File: config.mk
export PLATFORM = sky130hd
export DESIGN_NAME = ssp_port
export DESIGN_NICKNAME = d
export VERILOG_FILES = /design/src/hdl/ssp_pkg.sv /design/src/hdl/ssp_sync.sv /design/src/hdl/ssp_port.sv
export SDC_FILE = /design/constraint.sdc
export NUM_CORES = 1
export LEC_CHECK = 0
export BUFFER_PORTS_ARGS = -buffer_cell sky130_fd_sc_hd__buf_4
export CAP_MARGIN = 20
export CORE_MARGIN = 3
export CORE_UTILIZATION = 25
export CTS_CLUSTER_DIAMETER = 100
export DETAILED_ROUTE_END_ITERATION = 10
export PLACE_DENSITY_LB_ADDON = 0.2
export RECOVER_POWER = 25
export SLEW_MARGIN = 20
export SYNTH_ARGS = -nofsm -noshare
export SYNTH_HDL_FRONTEND = slang
export SYNTH_SLANG_ARGS = --single-unit
export TNS_END_PERCENT = 5
File: constraint.sdc
create_clock -name CLK -period 3.6 [get_ports CLK]
set_input_delay 0.72 -clock CLK [delete_from_list [all_inputs] [get_ports CLK]]
set_output_delay 0.72 -clock CLK [all_outputs]
set_load 0.005 [all_outputs]
File: src/hdl/ssp_pkg.sv
// Constants shared by the synchronous serial port design files
package ssp_pkg;

   // Register offsets on the plain register port
   localparam logic [1:0] ADDR_CTRL = 2'h0;
   localparam logic [1:0] ADDR_STAT = 2'h1;
   localparam logic [1:0] ADDR_BUF  = 2'h2;
   localparam logic [1:0] ADDR_IRQ  = 2'h3;

   // Control register fields
   localparam int CTRL_WRITE_COLLISION_FLAG = 7;
   localparam int CTRL_OVF  = 6;
   localparam int CTRL_EN   = 5;
   localparam int CTRL_CKP  = 4;
   localparam int CTRL_MODE = 0;

   // Status register fields
   localparam int STAT_SMP   = 7;
   localparam int STAT_CKE   = 6;
   localparam int STAT_STOP  = 4;
   localparam int STAT_START = 3;
   localparam int STAT_BF    = 0;

   // Interrupt flag register fields
   localparam int IRQ_FLAG = 0;
   localparam int IRQ_EN   = 1;

   // Reset values
   localparam logic [7:0] CTRL_RESET = 8'h00;
   localparam logic [7:0] STAT_RESET = 8'h00;
   localparam logic [7:0] BUF_RESET  = 8'h00;

   // Mode select codes
   localparam logic [3:0] MODE_MASTER_DIV4 = 4'h0;
   localparam logic [3:0] MODE_SLAVE_SS    = 4'h4;
   localparam logic [3:0] MODE_SLAVE_NOSS  = 4'h5;
   localparam logic [3:0] MODE_I2C_7BIT    = 4'h6;
   localparam logic [3:0] MODE_I2C_10BIT   = 4'h7;
   localparam logic [3:0] MODE_I2C_FWMAST  = 4'hb;

   // Framing and timing counts
   localparam logic [3:0] BYTE_LAST    = 4'h7;
   localparam logic [3:0] BYTE_BITS    = 4'h8;
   localparam logic [3:0] ACK_SLOT     = 4'h9;
   localparam int         MASTER_DIV   = 4;
   localparam logic [1:0] MASTER_HALF  = 2'(MASTER_DIV / 2 - 1);
   localparam logic [4:0] MASTER_EDGES = 5'h10;

   // Receive states of the two-wire slave
   typedef enum logic [3:0] {
      I2C_IDLE = 4'b0001,
      I2C_BITS = 4'b0010,
      I2C_ACK  = 4'b0100,
      I2C_NACK = 4'b1000
   } ssp_i2c_e;

endpackage : ssp_pkg

File: src/hdl/ssp_sync.sv
// Two-flip-flop synchroniser for the serial pin inputs
`timescale 1ns/1ps
`default_nettype none

module ssp_sync #(
   parameter int WIDTH = 3
) (
   input  wire logic             clk,
   input  wire logic             rst_n,
   input  wire logic             ce,
   input  wire logic [WIDTH-1:0] d_in,
   output logic      [WIDTH-1:0] d_out
);

   typedef struct packed {
      logic [WIDTH-1:0] meta;
      logic [WIDTH-1:0] sync;
   } ssp_sync_s;

   ssp_sync_s s;
   ssp_sync_s n;

   // Meta stage feeds only the second stage
   always_comb begin
      n      = s;
      n.meta = d_in;
      n.sync = s.meta;
      if (!ce) begin
         n = s;
      end
   end

   // State register
   always_ff @(posedge clk or negedge rst_n) begin
      if (!rst_n) begin
         s <= '0;
      end else begin
         s <= n;
      end
   end

   assign d_out = s.sync;

endmodule : ssp_sync

`default_nettype wire

File: src/hdl/ssp_port.sv
// Synchronous serial port: SPI master/slave and two-wire slave receive
`timescale 1ns/1ps
`default_nettype none

// Summary of operation
// - Select gating acts only in mode 0100; select pin is an input.
// - Gated and select high: SPI logic held reset, data output released.
// - Any SPI reset, select high or port disabled, clears bit counter.
// - After SPI reset data output stays zero until a new buffer write.
// - Slave shifting runs from the external clock; eight bits set flag.
// - Buffer write while shifting is ignored and sets write collision.
// - Byte completing while buffer full sets overflow and is discarded.
// - Port enable hands clock and data pins to port, else to I/O.
// - Clock polarity sets the idle level, one high, zero low.
// - Mode 0000 master at clock/4, 0100 gated slave, 0101 ungated slave.
// - Master samples mid-bit or at bit end by sample phase.
// - Clock-edge bit picks the data-stable edge, swapped by polarity.
// - Two-wire mode is a slave with start and stop interrupts.
// - In two-wire mode sample phase drives the pad slew limiters.
// - Two-wire data sampled on clock rise, changed on clock fall.
// - Two-wire pins are open drain, driven only for acknowledge.
// - Start is data falling with clock high; stop is data rising.
// - Valid byte is acknowledged and copied from shift register to buffer.
// - Buffer full, overflow or firmware master: no ack or load, flag set.
// - Buffer read clears buffer full; overflow cleared by software write.
// - Shift register moves data most significant bit first.
// - Eight SPI bits move byte to buffer, set buffer full and flag.
module ssp_port (
   input  wire logic       CLK,
   input  wire logic       RESETN,
   input  wire logic       CE,
   input  wire logic [1:0] ADDR,
   input  wire logic [7:0] WDATA,
   input  wire logic       WR,
   input  wire logic       RD,
   output logic      [7:0] RDATA,
   input  wire logic       SCK_I,
   output logic            SCK_O,
   output logic            SCK_OE,
   input  wire logic       SDI_I,
   output logic            SDI_O,
   output logic            SDI_OE,
   output logic            SDO_O,
   output logic            SDO_OE,
   input  wire logic       SS_N_I,
   output logic            PINS_SERIAL,
   output logic            SLEW_LIMIT,
   output logic            PORT_IRQ,
   output logic            WAKE
);

   typedef struct packed {
      logic                write_collision_flag;
      logic                ov;
      logic                en;
      logic                clock_polarity;
      logic [3:0]          mode;
      logic                sample_phase;
      logic                cke;
      logic                stop_seen;
      logic                start_seen;
      logic                bf;
      logic [7:0]          buf_q;
      logic [7:0]          sr;
      logic [3:0]          cnt;
      logic                loaded;
      logic                sdo_q;
      logic                flag;
      logic                flag_en;
      logic [7:0]          rdata;
      logic                sck_prev;
      logic                sda_prev;
      logic                m_run;
      logic                m_sck;
      logic [1:0]          m_div;
      logic [4:0]          m_edge;
      logic                m_pend;
      ssp_pkg::ssp_i2c_e   i2c_st;
   } ssp_state_s;

   ssp_state_s s;
   ssp_state_s n;

   logic [2:0] pin_s;
   logic       sck_s;
   logic       sdi_s;
   logic       ss_s;
   logic       spi_rst;
   logic       busy;
   logic       sck_rise;
   logic       sck_fall;
   logic       edge_ev;
   logic       edge_rise;
   logic       sample_now;
   logic       shift_now;
   logic       complete;
   logic       bf_set;
   logic       i2c_on;
   logic       start_cond;
   logic       stop_cond;
   logic       ack_ok;
   logic       master_on;
   logic       slave_on;
   logic       gated;

   // Mode decode helpers
   function automatic logic is_master(input logic [3:0] m);
      is_master = (m == ssp_pkg::MODE_MASTER_DIV4);
   endfunction : is_master

   function automatic logic is_slave(input logic [3:0] m);
      is_slave = (m == ssp_pkg::MODE_SLAVE_SS) || (m == ssp_pkg::MODE_SLAVE_NOSS);
   endfunction : is_slave

   function automatic logic is_i2c(input logic [3:0] m);
      is_i2c = (m == ssp_pkg::MODE_I2C_7BIT) || (m == ssp_pkg::MODE_I2C_10BIT) ||
               (m == ssp_pkg::MODE_I2C_FWMAST);
   endfunction : is_i2c

   // Pin synchroniser for clock, data in and select
   ssp_sync #(
      .WIDTH (3)
   ) u_sync (
      .clk   (CLK),
      .rst_n (RESETN),
      .ce    (CE),
      .d_in  ({SS_N_I, SDI_I, SCK_I}),
      .d_out (pin_s)
   );

   assign sck_s = pin_s[0];
   assign sdi_s = pin_s[1];
   assign ss_s  = pin_s[2];

   // Next-state logic
   always_comb begin
      n          = s;
      sample_now = 1'b0;
      shift_now  = 1'b0;
      complete   = 1'b0;
      bf_set     = 1'b0;
      edge_ev    = 1'b0;
      edge_rise  = 1'b0;
      ack_ok     = 1'b0;
      sck_rise   = sck_s & ~s.sck_prev;
      sck_fall   = ~sck_s & s.sck_prev;
      n.sck_prev = sck_s;
      n.sda_prev = sdi_s;
      i2c_on     = s.en && is_i2c(s.mode);
      start_cond = i2c_on && sck_s && s.sck_prev && s.sda_prev && !sdi_s;
      stop_cond  = i2c_on && sck_s && s.sck_prev && !s.sda_prev && sdi_s;
      // gating only in mode 0100; select high holds SPI reset
      spi_rst = !s.en || ((s.mode == ssp_pkg::MODE_SLAVE_SS) && ss_s);
      busy    = !spi_rst && ((s.cnt != 4'h0) || s.m_run);

      // reset clears framing; output quiet until reload
      if (spi_rst) begin
         n.cnt    = 4'h0;
         n.loaded = 1'b0;
         n.sdo_q  = 1'b0;
         n.m_run  = 1'b0;
         n.m_pend = 1'b0;
      end

      // Register writes
      if (WR) begin
         unique case (ADDR)
            ssp_pkg::ADDR_CTRL: begin
               n.write_collision_flag = WDATA[ssp_pkg::CTRL_WRITE_COLLISION_FLAG];
               n.ov   = WDATA[ssp_pkg::CTRL_OVF];
               n.en   = WDATA[ssp_pkg::CTRL_EN];
               n.clock_polarity  = WDATA[ssp_pkg::CTRL_CKP];
               n.mode = WDATA[ssp_pkg::CTRL_MODE +: 4];
            end
            ssp_pkg::ADDR_STAT: begin
               n.sample_phase = WDATA[ssp_pkg::STAT_SMP];
               n.cke = WDATA[ssp_pkg::STAT_CKE];
            end
            ssp_pkg::ADDR_BUF: begin
               // write during a byte is dropped
               if (busy) begin
                  n.write_collision_flag = 1'b1;
               end else begin
                  n.sr     = WDATA;
                  n.sdo_q  = WDATA[7];
                  n.loaded = 1'b1;
                  if (s.en && is_master(s.mode)) begin
                     n.m_run  = 1'b1;
                     n.m_edge = 5'h00;
                     n.m_div  = 2'h0;
                     n.m_pend = 1'b0;
                  end
               end
            end
            ssp_pkg::ADDR_IRQ: begin
               n.flag    = WDATA[ssp_pkg::IRQ_FLAG];
               n.flag_en = WDATA[ssp_pkg::IRQ_EN];
            end
         endcase
      end

      if (RD && (ADDR == ssp_pkg::ADDR_BUF)) begin
         n.bf = 1'b0;
      end

      // master clock at a quarter of the module clock
      if (!spi_rst && is_master(s.mode) && s.m_run) begin
         if (s.m_div == ssp_pkg::MASTER_HALF) begin
            n.m_div = 2'h0;
            // delayed sample lands at the end of the bit
            if (s.m_pend) begin
               sample_now = 1'b1;
               n.m_pend   = 1'b0;
            end
            if (s.m_edge != ssp_pkg::MASTER_EDGES) begin
               n.m_sck   = ~s.m_sck;
               n.m_edge  = s.m_edge + 5'h01;
               edge_ev   = 1'b1;
               edge_rise = ~s.m_sck;
            end else begin
               n.m_run = 1'b0;
            end
         end else begin
            n.m_div = s.m_div + 2'h1;
         end
      end

      // slave edges come from the external clock
      if (!spi_rst && is_slave(s.mode)) begin
         edge_ev   = sck_rise | sck_fall;
         edge_rise = sck_rise;
      end

      // stable edge from clock-edge bit and polarity
      if (edge_ev) begin
         if (edge_rise == (s.cke ^ s.clock_polarity)) begin
            if (is_master(s.mode) && s.sample_phase) begin
               n.m_pend = 1'b1;
            end else begin
               sample_now = 1'b1;
            end
         end else begin
            shift_now = 1'b1;
         end
      end

      // shift in at the bottom, out from the top
      if (sample_now) begin
         n.sr = {n.sr[6:0], sdi_s};
         if (n.cnt == ssp_pkg::BYTE_LAST) begin
            n.cnt    = 4'h0;
            complete = 1'b1;
         end else begin
            n.cnt = n.cnt + 4'h1;
         end
      end
      if (shift_now) begin
         n.sdo_q = n.loaded & n.sr[7];
      end

      // full buffer keeps old byte; else load; flag set either way
      if (complete) begin
         if (n.bf) begin
            n.ov = 1'b1;
         end else begin
            n.buf_q = n.sr;
            bf_set  = 1'b1;
         end
         n.flag = 1'b1;
      end

      if (!i2c_on) begin
         n.i2c_st = ssp_pkg::I2C_IDLE;
         if (!s.en) begin
            n.start_seen = 1'b0;
            n.stop_seen  = 1'b0;
         end
      end else if (start_cond) begin
         // start: data falls while clock high
         n.i2c_st     = ssp_pkg::I2C_BITS;
         n.cnt        = 4'h0;
         n.start_seen = 1'b1;
         n.stop_seen  = 1'b0;
         n.flag       = 1'b1;
      end else if (stop_cond) begin
         // stop: data rises while clock high
         n.i2c_st     = ssp_pkg::I2C_IDLE;
         n.cnt        = 4'h0;
         n.start_seen = 1'b0;
         n.stop_seen  = 1'b1;
         n.flag       = 1'b1;
      end else begin
         unique case (s.i2c_st)
            ssp_pkg::I2C_IDLE: begin
               n.cnt = 4'h0;
            end
            ssp_pkg::I2C_BITS: begin
               // sample on rise, act on fall
               if (sck_rise && (s.cnt != ssp_pkg::BYTE_BITS)) begin
                  n.sr  = {s.sr[6:0], sdi_s};
                  n.cnt = s.cnt + 4'h1;
               end else if (sck_fall && (s.cnt == ssp_pkg::BYTE_BITS)) begin
                  n.cnt  = ssp_pkg::ACK_SLOT;
                  n.flag = 1'b1;
                  ack_ok = !n.bf && !s.ov && (s.mode != ssp_pkg::MODE_I2C_FWMAST);
                  if (ack_ok) begin
                     n.buf_q  = s.sr;
                     bf_set   = 1'b1;
                     n.i2c_st = ssp_pkg::I2C_ACK;
                  end else begin
                     // refuse: no ack, no load, flag still set
                     if (n.bf) begin
                        n.ov = 1'b1;
                     end
                     n.i2c_st = ssp_pkg::I2C_NACK;
                  end
               end
            end
            ssp_pkg::I2C_ACK, ssp_pkg::I2C_NACK: begin
               if (sck_fall) begin
                  n.cnt    = 4'h0;
                  n.i2c_st = ssp_pkg::I2C_BITS;
               end
            end
            default: begin
               n.i2c_st = ssp_pkg::I2C_IDLE;
            end
         endcase
      end

      // buffer full set by a completed byte, set wins over read
      if (bf_set) begin
         n.bf = 1'b1;
      end

      // master clock rests at the idle level
      if (!n.m_run) begin
         n.m_sck = n.clock_polarity;
      end

      // Read data, one cycle after the strobe
      n.rdata = 8'h00;
      if (RD) begin
         unique case (ADDR)
            ssp_pkg::ADDR_CTRL: n.rdata = {s.write_collision_flag, s.ov, s.en, s.clock_polarity, s.mode};
            ssp_pkg::ADDR_STAT: n.rdata = {s.sample_phase, s.cke, 1'b0, s.stop_seen,
                                           s.start_seen, 2'b00, s.bf};
            ssp_pkg::ADDR_BUF:  n.rdata = s.buf_q;
            ssp_pkg::ADDR_IRQ:  n.rdata = {6'h00, s.flag_en, s.flag};
         endcase
      end

      if (!CE) begin
         n = s;
      end
   end

   // State register
   always_ff @(posedge CLK or negedge RESETN) begin
      if (!RESETN) begin
         s        <= '0;
         s.i2c_st <= ssp_pkg::I2C_IDLE;
      end else begin
         s <= n;
      end
   end

   // Pin drive and status outputs
   assign master_on   = s.en && is_master(s.mode);
   assign slave_on    = s.en && is_slave(s.mode);
   assign gated       = (s.mode == ssp_pkg::MODE_SLAVE_SS) && ss_s;
   assign RDATA       = s.rdata;
   assign SCK_O       = s.m_sck;
   assign SCK_OE      = master_on;
   assign SDO_O       = s.sdo_q;
   // data output released while deselected; pins to port
   assign SDO_OE      = master_on || (slave_on && !gated);
   // open drain: only the low acknowledge is driven
   assign SDI_O       = 1'b0;
   assign SDI_OE      = s.en && is_i2c(s.mode) && (s.i2c_st == ssp_pkg::I2C_ACK);
   assign PINS_SERIAL = s.en;
   // slew limiters follow sample phase in two-wire mode
   assign SLEW_LIMIT  = s.en && is_i2c(s.mode) && s.sample_phase;
   assign PORT_IRQ    = s.flag;
   assign WAKE        = s.flag && s.flag_en;

   a_gate_tristate: assert property (@(posedge CLK) disable iff (!RESETN)
      (s.en && (s.mode == ssp_pkg::MODE_SLAVE_SS) && ss_s) |-> !SDO_OE)
      else $error("data output driven while deselected");

   a_reset_count: assert property (@(posedge CLK) disable iff (!RESETN)
      (CE && spi_rst) |=> (s.cnt == 4'h0) && !s.m_run)
      else $error("bit counter not cleared by reset");

   a_reload_needed: assert property (@(posedge CLK) disable iff (!RESETN)
      (CE && spi_rst && !(WR && (ADDR == ssp_pkg::ADDR_BUF))) |=> !s.loaded && !SDO_O)
      else $error("shift data valid without reload");

   a_write_collision_flag_set: assert property (@(posedge CLK) disable iff (!RESETN)
      (CE && WR && (ADDR == ssp_pkg::ADDR_BUF) && busy) |=> s.write_collision_flag && $stable(s.sr))
      else $error("collision not flagged");

   a_ovf_discard: assert property (@(posedge CLK) disable iff (!RESETN)
      (CE && complete && s.bf && !(RD && (ADDR == ssp_pkg::ADDR_BUF)))
      |=> s.ov && s.flag && $stable(s.buf_q))
      else $error("overflow byte not discarded");

   a_byte_done: assert property (@(posedge CLK) disable iff (!RESETN)
      (CE && complete && !s.bf) |=> s.bf && s.flag && (s.buf_q == $past(n.sr)))
      else $error("completed byte not loaded");

   a_pins_gpio: assert property (@(posedge CLK) disable iff (!RESETN)
      !s.en |-> !SCK_OE && !SDO_OE && !SDI_OE && !PINS_SERIAL)
      else $error("pins held while port disabled");

   a_idle_level: assert property (@(posedge CLK) disable iff (!RESETN)
      (!s.m_run && $stable(s.clock_polarity) && $past(!s.m_run)) |-> (SCK_O == s.clock_polarity))
      else $error("clock idle level wrong");

   a_master_len: assert property (@(posedge CLK) disable iff (!RESETN || !CE)
      (WR && (ADDR == ssp_pkg::ADDR_BUF) && !busy && master_on && !spi_rst)
      |=> s.m_run [*8] ##[24:28] !s.m_run)
      else $error("master byte length wrong");

   a_ack_drive: assert property (@(posedge CLK) disable iff (!RESETN)
      (CE && ack_ok && !start_cond && !stop_cond) |=> SDI_OE && s.bf && s.flag)
      else $error("acknowledge not driven");

   a_nack_flag: assert property (@(posedge CLK) disable iff (!RESETN)
      (CE && i2c_on && (s.i2c_st == ssp_pkg::I2C_BITS) && sck_fall && !start_cond
       && !stop_cond && (s.cnt == ssp_pkg::BYTE_BITS) && (s.bf || s.ov))
      |=> !SDI_OE && s.flag && $stable(s.buf_q))
      else $error("refused byte acknowledged");

   a_start_flag: assert property (@(posedge CLK) disable iff (!RESETN)
      (CE && start_cond) |=> s.flag && s.start_seen && (s.i2c_st == ssp_pkg::I2C_BITS))
      else $error("start not detected");

   a_read_clear: assert property (@(posedge CLK) disable iff (!RESETN)
      (CE && RD && (ADDR == ssp_pkg::ADDR_BUF) && !bf_set) |=> !s.bf)
      else $error("buffer read left full flag");

endmodule : ssp_port

`default_nettype wire

==> impl_metrics.env <==
export IMPL_grt_pass1_vias=3764
export IMPL_num_rows=47
export IMPL_ys_types=78
export IMPL_slew_viol_final=68
export IMPL_die_area_sq_um=19300
export IMPL_start_util_pct=26.0
export IMPL_criticalPathCategory="reg2reg"
export IMPL_syn_mean_instance_area_sq_um=9.30
export IMPL_htreeDepth=3
export IMPL_hold_violations=0
export IMPL_grt_setup_unrepaired="false"
export IMPL_r2r_start="s[28]"
export IMPL_combPwrFrac_pct=21.4
export IMPL_dp_hpwl_um=9460
export IMPL_hold_buffers=0
export IMPL_cts_sinks=67
export IMPL_cts_setup_buffers=0
export IMPL_p_int_w=0.00160
export IMPL_cts_root_buf="clkbuf_16"
export IMPL_status="finished, violations left"
export IMPL_synth_most_common_cell="dfrtp_1"
export IMPL_endpoint_kind="register"
export IMPL_hp_class="reg2reg"
export IMPL_gp_congestion=0.837
export IMPL_vias=3777
export IMPL_crit_required_ps=3780
export IMPL_antenna_left=0
export IMPL_violations="capacitance limit, slew limit"
export IMPL_io_pins=36
export IMPL_routed_wl_um=13300
export IMPL_drive_above_1_share_pct=20.7
export IMPL_drv_cap=1
export IMPL_diodes=0
export IMPL_synth_edf_count=0
export IMPL_vias_per_cell=5.26
export IMPL_power_switching_share_pct=31.9
export IMPL_vdd_ir_drop_max_mv=0.231
export IMPL_yosysSeqAreaShare_pct=38.0
export IMPL_grt_max_degree=68
export IMPL_antenna_found_initial=0
export IMPL_hold_ws_ps=464
export IMPL_clk_latency_ps=350
export IMPL_ys_warn_count=0
export IMPL_numCtsBuffers=9
export IMPL_grt_pass1_wl_um=21700
export IMPL_grt_usage_pct=14.2
export IMPL_synth_commonest_cells="dfrtp_1 (66), nor2_1 (37), nand2_1 (36), inv_1 (25), mux2_2 (24)"
export IMPL_grt_ovfl_total=0
export IMPL_ys_ff_latch=67
export IMPL_drtPass1Iterations=6
export IMPL_io_buffers=34
export IMPL_ys_async_sr_fraction_pct=100
export IMPL_cts_resized=0
export IMPL_design_area_sq_um=5110
export IMPL_syn_to_final_growth_pct=15.8
export IMPL_startpoint="s[28]"
export IMPL_synth_fp_nets=499
export IMPL_drc_errors=0
export IMPL_crit_arrival_ps=3240
export IMPL_placed_cell_area_sq_um=4820
export IMPL_coreArea_sq_um=16900
export IMPL_slew_headroom_pct=-19.0
export IMPL_dieWidth_um=139
export IMPL_fmax_mhz=327
export IMPL_hp_start="s[4]"
export IMPL_synthesis_area_sq_um=4410
export IMPL_fin_crit_ps=3060
export IMPL_critPathMaxFanout=14
export IMPL_clk_pin_slew_ps=60
export IMPL_p_leak_nw=2.09
export IMPL_tightest_slew_ps=1780
export IMPL_syn_inst=474
export IMPL_power_total_w=0.00236
export IMPL_clkPwrFrac_pct=37.9
export IMPL_fillers=1801
export IMPL_clk_path_buf_depth=2
export IMPL_cts_tree="yes"
export IMPL_postLayoutCoreUtil_pct=30.2
export IMPL_power_frac_seq_pct=40.7
export IMPL_yosys_most_used_dff="dfrtp_1"
export IMPL_met3_usage_pct=3.79
export IMPL_synth_area_leader_cell="dfrtp_1"
export IMPL_skew_ps=8.87
export IMPL_grt_use_met2_pct=21.4
export IMPL_fp_dieH_um=139
export IMPL_drt_iter0_drc=276
export IMPL_grtUsageMet1_pct=20.1
export IMPL_synth_area_leaders="dfrtp_1 (37%), mux2_2 (6.1%), mux2i_1 (4.8%), nor2_1 (3.1%), nand2_1 (3.1%)"
export IMPL_busiest_layer="met2"
export IMPL_p_switching_w=0.000753
export IMPL_setup_tns_ps=0
export IMPL_cp_start_kind="register"
export IMPL_fin_crit_sh_pct=84.9
export IMPL_avgRoutedWirePerCell_um=18.5
export IMPL_setup_violations=0
export IMPL_powerDensity_nw_per_um2=461
export IMPL_final_nets=518
export IMPL_synth_top_area_share_pct=37.4
-- metrics by stage --
stage / cells / setup WS, ps
detailed placement: 702 / 568
finish: 718 / 545
global route: 718 / 416
floorplan: 474 / 973
CTS: 718 / 531
global placement: 702 / 661
-- placed cells by master (no fill, tap or decap), types with 3 or more instances in the layout --
master,synthesis,final
dfrtp_1,66,66
buf_4,10,43
nor2_1,37,37
nand2_1,36,36
inv_1,25,25
mux2_2,24,24
o21ai_0,22,22
a21oi_1,21,21
mux2i_1,21,21
nand3_1,16,16
nor3_1,13,13
a211oi_1,12,12
o221ai_1,10,10
nor4_1,9,9
clkbuf_16,0,9
o2bb2ai_1,8,8
ha_1,7,7
a31oi_1,6,6
and2_1,6,6
xnor2_1,5,5
nand4_1,5,5
nand2b_1,4,4
o21a_1,4,4
o211ai_1,4,4
a22o_1,4,4
or2_2,3,3
nand4b_1,3,3
nand3b_1,3,3
a211o_1,3,3
o21ai_1,3,3
clkinvlp_4,0,3
-- power groups by stage --
| stage | sequential, W | combinational [W] | clock [W] |
|---|---|---|---|
| 2_1_floorplan | 0.000928 | 0.000357 | 0 |
| 3_3_place_gp | 0.000966 | 0.000500 | 0 |
| 3_5_place_dp | 0.000971 | 0.000503 | 0 |
| 4_1_cts | 0.000958 | 0.000507 | 0.000915 |
| 5_1_grt | 0.000974 | 0.000561 | 0.000950 |
| 6_report | 0.000959 | 0.000504 | 0.000895 |
-- flip-flops by register name, indices dropped and copies added (netlist names) --
| name | count |
|---|---|
| PINS_SERIAL | 1 |
| PORT_IRQ | 1 |
| RDATA | 8 |
| SCK_O | 1 |
| SDO_O | 1 |
| s | 49 |
| u_sync.d_out | 3 |
| u_sync.s | 3 |
-- path summary, 6_finish.rpt --
kind                          endpoint  cells past startpoint  slack [ps]
max                              s[38]                      7         540
min                               s[4]                      2         460
max reg2reg                      s[38]                      7         540
min reg2reg                       s[4]                      2         460
max in group asynchronous  u_sync.s[4]                      1        1680
min in group asynchronous        s[36]                      1         850
-- kinds of logic after synthesis --
family                   count (synthesis)  share of synthesized area (%)
multiplexers                            47                           11.7
flip-flops                              67                           38.0
buffers and inverters                   61                           6.67
other                                    1                         0.0850
AND/OR/NAND/NOR                        160                           19.8
XOR/XNOR                                 6                           1.19
AO/OA/AOI/OAI                          125                           20.5
adder cells (fa/ha/maj)                  7                           1.99
-- layout make-up --
type	instances	area [sq um]	area share, %
Multi-Input combinational cell	346	2440	47.7
Sequential cell	67	1680	32.8
Timing Repair Buffer	44	328	6.42
Tap cell	220	275	5.39
Clock buffer	10	229	4.48
Inverter	25	93.8	1.84
Clock inverter	6	66.3	1.30
-- layer usage --
layer  up-vias  wire length, um
met4         0              218
li1       1803                -
met3        18              544
met5         -                0
met1      1873             6570
met2        83             5940
-- worst max-delay path, stage by stage, from the launching register on --
cell	delay [ps]
dfrtp_1	460
inv_1	130
ha_1	220
or4b_4	510
a211oi_4	820
mux2i_1	400
mux2_2	220
o221ai_1	120
No activity file was read; power rests on OpenSTA's default activity.
